## src/design/awu_regs.vh

```
// register offsets, field positions, reset values and periods of the wakeup unit
`ifndef AWU_REGS_VH
`define AWU_REGS_VH

// ==========================================================
// register byte offsets
`define ADDR_PORT_A_DATA 6'h00
`define ADDR_KBD_STATUS_CTRL 6'h04
`define ADDR_KBD_IRQ_ENABLE 6'h08
`define ADDR_CONFIG_TWO 6'h0C
`define ADDR_CONFIG_ONE 6'h10
`define ADDR_WAKE_COUNT 6'h14

// ==========================================================
// field positions
`define BIT_WAKEUP_LATCH 6
`define BIT_KEYBOARD_FLAG 3
`define BIT_KEYBOARD_ACK 2
`define BIT_KEYBOARD_IRQ_MASK 1
`define BIT_WAKEUP_IRQ_ENABLE 6
`define BIT_OSC_RUN_IN_STOP 1
`define BIT_PERIOD_SELECT 0

// ==========================================================
// reset values
`define RST_KEYBOARD_IRQ_MASK 1'b0
`define RST_WAKEUP_IRQ_ENABLE 1'b0
`define RST_OSC_RUN_IN_STOP 1'b0
`define RST_PERIOD_SELECT 1'b0

// ==========================================================
// wakeup periods in counter clock cycles
`define AWU_SHORT_PERIOD 512
`define AWU_LONG_PERIOD 16384

`endif

```

## src/design/sticky_flag.v

```verilog
// sticky flag whose set wins over a simultaneous clear
`timescale 1ns/100ps
module sticky_flag (
  // clock and reset
  input wire clk,
  input wire rst_n,
  // control
  input wire set,
  input wire clr,
  // state
  output reg flag_ff
);

  wire nxt_flag;

  // a set arriving with the clear is kept so no request is lost
  assign nxt_flag = set | (flag_ff & ~clr);

  always @(posedge clk or negedge rst_n) begin
    if (!rst_n) begin
      flag_ff <= 1'b0;
    end else begin
      flag_ff <= nxt_flag;
    end
  end

endmodule

```

## src/design/wake_counter.v

```verilog
// wakeup period counter, running only while stopped
`timescale 1ns/100ps
module wake_counter #(
  parameter CW = 14
) (
  // clock and reset
  input wire clk,
  input wire rst_n,
  // control
  input wire run,
  input wire restart,
  input wire tick,
  input wire [CW-1:0] last_count,
  // results
  output reg [CW-1:0] count_ff,
  output reg overflow_ff
);

  reg [CW-1:0] nxt_count;
  reg nxt_overflow;

  always @* begin
    nxt_count = count_ff;
    nxt_overflow = 1'b0;
    if (restart || !run) begin
      nxt_count = {CW{1'b0}};
    end else if (tick) begin
      if (count_ff == last_count) begin
        nxt_count = {CW{1'b0}};
        nxt_overflow = 1'b1;
      end else begin
        nxt_count = count_ff + {{(CW-1){1'b0}}, 1'b1};
      end
    end
  end

  always @(posedge clk or negedge rst_n) begin
    if (!rst_n) begin
      count_ff <= {CW{1'b0}};
      overflow_ff <= 1'b0;
    end else begin
      count_ff <= nxt_count;
      overflow_ff <= nxt_overflow;
    end
  end

endmodule

```

## src/design/auto_wake_unit.v

```verilog
// auto wakeup unit with keyboard interrupt sharing and avalon register slave
//
// Notes on behaviour
// - periodic wakeup requests are produced while the device is stopped.
// - wakeup requests share keyboard flag, acknowledge, mask and vector.
// - counter idles in run mode and counts in stop while enable is set and wait mode is clear.
// - nothing counts and no request appears during wait mode.
// - counter returns to zero each time stop is entered.
// - request input high with wakeup enable set sets the wakeup latch.
// - counter ticks from rc oscillator, or doubled bus clock if selected.
// - reaching the overflow count latches a request and passes it on.
// - period select one chooses short period, zero the long one.
// - short period is 512 ticks, long period 16384 ticks.
// - wakeup latch reads at bit 6 of port a data, read only.
// - keyboard acknowledge write or reset clears the wakeup latch.
// - writing one to acknowledge clears pending requests; it reads zero.
// - wakeup enable does not alter the latch value software reads.
// - latched wakeup interrupts only while wakeup enable is set.
// - with enable set, stop entry starts unit; exit needs mask clear.
// - mask set blocks keyboard and wakeup interrupts; reset clears mask.
`timescale 1ns/100ps
`include "awu_regs.vh"
module auto_wake_unit #(
  parameter SHORT_PERIOD = `AWU_SHORT_PERIOD,
  parameter LONG_PERIOD = `AWU_LONG_PERIOD,
  parameter CW = 14
) (
  // clock and reset
  input wire CORE_CLK,
  input wire RSTN,
  // avalon-mm register slave
  input wire [5:0] AVS_ADDRESS,
  input wire AVS_READ,
  input wire AVS_WRITE,
  input wire [31:0] AVS_WRITEDATA,
  output reg [31:0] AVS_READDATA,
  output reg AVS_WAITREQUEST,
  // power mode status from the core
  input wire STOP_MODE,
  input wire WAIT_MODE,
  // counter clock ticks, one cycle each
  input wire WAKEUP_RC_OSC,
  input wire BUS_CLOCK_DOUBLE,
  // keyboard pin request, already edge or level detected
  input wire KEYBOARD_PIN_REQ,
  // outputs to interrupt and stop control
  output reg KBD_IRQ,
  output reg STOP_EXIT,
  output reg WAKEUP_REQUEST
);

  // ==========================================================
  // control state
  reg keyboard_irq_mask_ff;
  reg wakeup_irq_enable_ff;
  reg osc_run_in_stop_ff;
  reg period_select_ff;
  reg stop_prev_ff;
  reg pin_pending_ff;

  wire wakeup_latch;
  wire keyboard_flag;
  wire [CW-1:0] count;
  wire overflow;

  // ==========================================================
  // bus decode
  wire bus_req;
  wire bus_go;
  wire wr_go;
  wire keyboard_ack;

  assign bus_req = AVS_READ | AVS_WRITE;
  // the cycle in which waitrequest is low is the one that completes
  assign bus_go = bus_req & ~AVS_WAITREQUEST;
  assign wr_go = bus_go & AVS_WRITE;
  assign keyboard_ack = wr_go & (AVS_ADDRESS == `ADDR_KBD_STATUS_CTRL) &
    AVS_WRITEDATA[`BIT_KEYBOARD_ACK];

  // ==========================================================
  // counter
  wire stop_entry;
  wire run;
  wire tick;
  wire [CW-1:0] last_count;

  assign stop_entry = STOP_MODE & ~stop_prev_ff;
  // wait mode never counts, even if both strobes arrive together
  assign run = STOP_MODE & ~WAIT_MODE & wakeup_irq_enable_ff;
  assign tick = osc_run_in_stop_ff ? BUS_CLOCK_DOUBLE
    : WAKEUP_RC_OSC;
  assign last_count = period_select_ff
    ? SHORT_PERIOD[CW-1:0] - {{(CW-1){1'b0}}, 1'b1}
    : LONG_PERIOD[CW-1:0] - {{(CW-1){1'b0}}, 1'b1};

  wake_counter #(
    .CW(CW)
  ) u_counter (
    .clk(CORE_CLK),
    .rst_n(RSTN),
    .run(run),
    .restart(stop_entry),
    .tick(tick),
    .last_count(last_count),
    .count_ff(count),
    .overflow_ff(overflow)
  );

  // ==========================================================
  // request latches
  wire wake_set;

  // overflow pulse is the wakeup request input
  assign wake_set = overflow & wakeup_irq_enable_ff &
    STOP_MODE & ~WAIT_MODE;

  sticky_flag u_wake_latch (
    .clk(CORE_CLK),
    .rst_n(RSTN),
    .set(wake_set),
    .clr(keyboard_ack),
    .flag_ff(wakeup_latch)
  );

  // keyboard pin and wakeup share one flag and one acknowledge
  assign keyboard_flag = pin_pending_ff | wakeup_latch;

  always @(posedge CORE_CLK or negedge RSTN) begin
    if (!RSTN) begin
      pin_pending_ff <= 1'b0;
      stop_prev_ff <= 1'b0;
    end else begin
      pin_pending_ff <= KEYBOARD_PIN_REQ | (pin_pending_ff & ~keyboard_ack);
      stop_prev_ff <= STOP_MODE;
    end
  end

  // ==========================================================
  // control registers
  always @(posedge CORE_CLK or negedge RSTN) begin
    if (!RSTN) begin
      keyboard_irq_mask_ff <= `RST_KEYBOARD_IRQ_MASK;
      wakeup_irq_enable_ff <= `RST_WAKEUP_IRQ_ENABLE;
      osc_run_in_stop_ff <= `RST_OSC_RUN_IN_STOP;
      period_select_ff <= `RST_PERIOD_SELECT;
    end else if (wr_go) begin
      case (AVS_ADDRESS)
        `ADDR_KBD_STATUS_CTRL: begin
          keyboard_irq_mask_ff <= AVS_WRITEDATA[`BIT_KEYBOARD_IRQ_MASK];
        end
        `ADDR_KBD_IRQ_ENABLE: begin
          wakeup_irq_enable_ff <= AVS_WRITEDATA[`BIT_WAKEUP_IRQ_ENABLE];
        end
        `ADDR_CONFIG_TWO: begin
          osc_run_in_stop_ff <= AVS_WRITEDATA[`BIT_OSC_RUN_IN_STOP];
        end
        `ADDR_CONFIG_ONE: begin
          period_select_ff <= AVS_WRITEDATA[`BIT_PERIOD_SELECT];
        end
        default: begin
        end
      endcase
    end
  end

  // ==========================================================
  // read path and waitrequest
  reg [31:0] rd_mux;

  always @* begin
    rd_mux = 32'h0000_0000;
    case (AVS_ADDRESS)
      `ADDR_PORT_A_DATA: begin
        // enable is deliberately not in this term
        rd_mux[`BIT_WAKEUP_LATCH] = wakeup_latch;
      end
      `ADDR_KBD_STATUS_CTRL: begin
        rd_mux[`BIT_KEYBOARD_FLAG] = keyboard_flag;
        rd_mux[`BIT_KEYBOARD_IRQ_MASK] = keyboard_irq_mask_ff;
      end
      `ADDR_KBD_IRQ_ENABLE: begin
        rd_mux[`BIT_WAKEUP_IRQ_ENABLE] = wakeup_irq_enable_ff;
      end
      `ADDR_CONFIG_TWO: begin
        rd_mux[`BIT_OSC_RUN_IN_STOP] = osc_run_in_stop_ff;
      end
      `ADDR_CONFIG_ONE: begin
        rd_mux[`BIT_PERIOD_SELECT] = period_select_ff;
      end
      `ADDR_WAKE_COUNT: begin
        rd_mux[CW-1:0] = count;
      end
      default: begin
        rd_mux = 32'h0000_0000;
      end
    endcase
  end

  // fixed one wait state keeps read data registered
  always @(posedge CORE_CLK or negedge RSTN) begin
    if (!RSTN) begin
      AVS_WAITREQUEST <= 1'b1;
      AVS_READDATA <= 32'h0000_0000;
    end else begin
      AVS_WAITREQUEST <= ~(bus_req & AVS_WAITREQUEST);
      if (bus_req & AVS_WAITREQUEST & AVS_READ) begin
        AVS_READDATA <= rd_mux;
      end
    end
  end

  // ==========================================================
  // interrupt and stop exit outputs
  wire wake_pending;
  wire irq_now;

  assign wake_pending = wakeup_latch & wakeup_irq_enable_ff;
  assign irq_now = (pin_pending_ff | wake_pending) &
    ~keyboard_irq_mask_ff;

  always @(posedge CORE_CLK or negedge RSTN) begin
    if (!RSTN) begin
      KBD_IRQ <= 1'b0;
      STOP_EXIT <= 1'b0;
      WAKEUP_REQUEST <= 1'b0;
    end else begin
      KBD_IRQ <= irq_now;
      STOP_EXIT <= irq_now & STOP_MODE;
      WAKEUP_REQUEST <= wake_set;
    end
  end

endmodule

```

## config.mk

```make
export PLATFORM = sky130hd
export DESIGN_NAME = auto_wake_unit
export DESIGN_NICKNAME = d
export VERILOG_FILES = /design/src/design/sticky_flag.v /design/src/design/wake_counter.v /design/src/design/auto_wake_unit.v
export VERILOG_INCLUDE_DIRS = /design/src /design/src/design
export SDC_FILE = /design/constraint.sdc
export NUM_CORES = 1
export LEC_CHECK = 0
export BUFFER_PORTS_ARGS = -buffer_cell sky130_fd_sc_hd__buf_2
export CAP_MARGIN = 10
export CORE_MARGIN = 4
export CORE_UTILIZATION = 25
export DETAILED_ROUTE_END_ITERATION = 8
export PLACE_DENSITY_LB_ADDON = 0.25
export SKIP_CTS_REPAIR_TIMING = 1
export SLEW_MARGIN = 10
export SYNTH_ARGS = -nofsm -noshare
export SYNTH_HDL_FRONTEND = slang
export SYNTH_SLANG_ARGS = --single-unit
```

## constraint.sdc

```tcl
create_clock -name CORE_CLK -period 1.86 [get_ports CORE_CLK]
set_input_delay 0.372 -clock CORE_CLK [delete_from_list [all_inputs] [get_ports CORE_CLK]]
set_output_delay 0.372 -clock CORE_CLK [all_outputs]
set_load 0.1 [all_outputs]
```

==> run metrics <==
status finished with violations; failing checks hold timing; routability cong. between 0.7 and 0.8; RSZ-0062 raised after global routing false; post-synth cell types 48; Storage cell area 1000 µm²; detailed-route wire length per cell approximately 13 µm; sequential power share 0.490; main combinational cell family by area after synthesis simple AND/OR/NAND/NOR gates; Synth Area in Compound Gates 0.137; EDFF count, synth 0; sequential area share after synthesis 0.475; grt ovf 0; syn_area_per_cell roughly 9.4 µm²; Simple-Gate Fraction of Synth Area 0.233; vias ~1,700; final hold vios 15; Buf/Inv on CP 1; Core Footprint 8220 µm²; relative slew slack 0.514; vias in the first global route 1,706; hpwl dp roughly 3800 µm; Setup violations, final 0; initial antenna violation count 0; 1st-pass router iterations 4; Final #Nets 321; port buffer count 36; part of the power in the clock network 0.313; peak supply drop roughly 260 µV; Area Growth Syn to Fin 19.5%; clock latency on the worst-skew pair ~0.29 ns; WP data required around 1.5 ns; CP Class reg2out; num rows 33; mux cell area share after synthesis 0.0457; Residual DRC 0; pin count of the biggest net entering global routing 26; Logic pwr share 0.197; crit path cell chain buf_2; crit-path leading delay family flip-flops; global-route wire length before repair approximately 8400 µm; Post-Synthesis Cells 225; Post-Synth Adder-Cell Area 0.00593; Worst-Margin Slew 0.709 ns; Critical Path Max Stage Delay approximately 0.56 ns; crit path time final between 1.5 and 2 ns; Via density 4.51; TritonCTS clock tree built; Slew Limit Fails 0; Die ar. approximately 10000 µm²; share of cells above drive strength 1 0.263; Int Power around 0.0012 W; CTS Sinks 40; dominant synthesized flop cell dfrtp_1; # diodes 0; worst hold slack -0.0115 ns; final clock skew between 0.004 and 0.005 ns; worst-path fanout max 5; synthesized area roughly 2100 µm²; Die H ~100 µm; Total GRT Usage 0.104; area of the multi-input gates approximately 1000 µm²; critical path arrival ~1.3 ns; PwrDens between 700 and 800 nW/µm²; CTS root buf clkbuf_8; Die Width roughly 100 µm; Ys Warns 0; Critical Path Sink Type output pin; clk buf depth 2; Starting Density 0.257; # IOs 83; Iteration-0 DRC Markers 127; cts bufs inserted 5; final WL 4970 µm; Hold Path Class in2async; fin crit share 0.888; Psw about 0.00064 W; CP Launch Type register; Max-Cap Viols 0; H-tree depth 2; TNS Setup 0 ns; #FFs+latches synth 40; fill count about 870; slowest cell on the critical path dfstp_2; f_max 605 MHz; sw frac 0.348; xor and xnor area share after synthesis 0.0125; Pleak around 1.1 nW; clk slew on worst S/H paths about 0.080 ns; asr flop ratio synth 1.00; Final ANT Viol Nets 0
==> cells in the final DEF (no fill, tap or decap), types with 2 or more instances in the layout <==
cell and count:
and4b_1 2, inv_1 2, nor2_1 12, buf_2 36, and2_1 2, and3_1 3
clkbuf_8 5, a21oi_1 6, o2111ai_1 6, buf_4 17, nand3b_1 2, xnor2_1 2
nand2b_1 2, a31oi_1 3, o211ai_1 3, or3_1 4, nand3_1 8, mux2i_1 4
conb_1 18, nand4_1 3, or4_1 2, nand2_1 39, clkinv_2 2, and4_1 2
nor3_1 5, a21o_2 2, dfrtp_1 39, o21ai_0 15, nor4_1 4, mux2_2 5
==> through the flow <==
stage / cells / cell area, µm² / power [W] / util / worst slack [ns]
2_1_floorplan: 242 / 2170 / 0.00124 / - / 0.141
3_3_place_gp: 371 / 2430 / 0.00129 / 0.296 / -0.0791
3_5_place_dp: 371 / 2430 / 0.00129 / 0.296 / -0.0622
4_1_cts: 379 / 2520 / 0.00188 / 0.307 / 0.195
5_1_grt: 379 / 2520 / 0.00194 / 0.307 / 0.131
6_report: 379 / 2520 / 0.00185 / 0.307 / 0.208
==> Yosys cell counts, types with 2 or more instances <==
master     count  area (µm²)
buf_4         18         135
dfrtp_1       39         976
o211ai_1       3        22.5
a31oi_1        3        18.8
inv_1          2        7.51
nor2_1        12        45.0
mux2i_1        4        40.0
nor3_1         5        25.0
and4_1         2        17.5
o21ai_0       15        75.1
nand2b_1       2        12.5
a21oi_1        6        30.0
clkbuf_1       8        30.0
nand2_1       39         146
or4_1          2        15.0
nor4_1         4        25.0
nand3b_1       2        15.0
and2_1         2        12.5
nand4_1        3        18.8
o2111ai_1      6        52.6
and3_1         3        18.8
and4b_1        2        20.0
a21o_2         2        17.5
xnor2_1        2        17.5
nand3_1        8        40.0
mux2_2         5        56.3
buf_2          2        10.0
or3_1          4        25.0
==> registers in the layout (all words and copies together), names as in the netlist <==
register / cells
AVS_WAITREQUEST: 1
WAKEUP_REQUEST: 1
stop_prev_ff: 1
KBD_IRQ: 1
u_counter.count_ff: 14
pin_pending_ff: 1
u_counter.overflow_ff: 1
keyboard_irq_mask_ff: 1
AVS_READDATA: 14
u_wake_latch.flag_ff: 1
STOP_EXIT: 1
period_select_ff: 1
osc_run_in_stop_ff: 1
wakeup_irq_enable_ff: 1
==> final cells by class <==
cell class | count | share of cell area
multi-input cells | 171 | 0.390
well taps | 105 | 0.0521
clock inverters | 3 | 0.00745
clock buffers | 5 | 0.0273
flip-flops and latches | 40 | 0.398
repair buffers | 53 | 0.122
inverters | 2 | 0.00298
==> cell families after synthesis <==
kind of cell / after synthesis
other: 1
flip-flops: 40
adder cells (fa/ha/maj): 1
AND/OR/NAND/NOR: 96
XOR/XNOR: 3
buffers and inverters: 31
multiplexers: 9
AO/OA/AOI/OAI: 44
==> power groups by stage <==
stage / sequential (W) / clock (W) / combinational [W]
finish: 0.000905 / 0.000579 / 0.000364
detailed placement: 0.000922 / 0 / 0.000368
CTS: 0.000905 / 0.000607 / 0.000367
global placement: 0.000922 / 0 / 0.000366
floorplan: 0.000996 / 0 / 0.000242
global route: 0.000909 / 0.000646 / 0.000383
==> final timing paths <==
path	startpoint	endpoint	slack, ns	depth (start not counted)
max	AVS_WAITREQUEST$_DFF_PN1_	AVS_WAITREQUEST	0.21	1
min	RSTN	AVS_READDATA[10]$_DFFE_PN0P_	-0.01	1
max reg2reg	u_counter.count_ff[9]$_DFFE_PN0P_	u_counter.count_ff[12]$_DFFE_PN0P_	0.23	5
min reg2reg	AVS_READDATA[2]$_DFFE_PN0P_	AVS_READDATA[2]$_DFFE_PN0P_	0.48	2
max in group asynchronous	RSTN	AVS_WAITREQUEST$_DFF_PN1_	1.27	2
min in group CORE_CLK	STOP_MODE	stop_prev_ff$_DFF_PN0_	0.24	1
==> metal layers <==
metal | GRT usage | wire [µm]
met1 | 0.145 | 2380
met3 | 0.0250 | 286
met5 | 0 | 0
met2 | 0.163 | 2280
met4 | 0.0252 | 20
No activity file was read; power rests on OpenSTA's default activity.
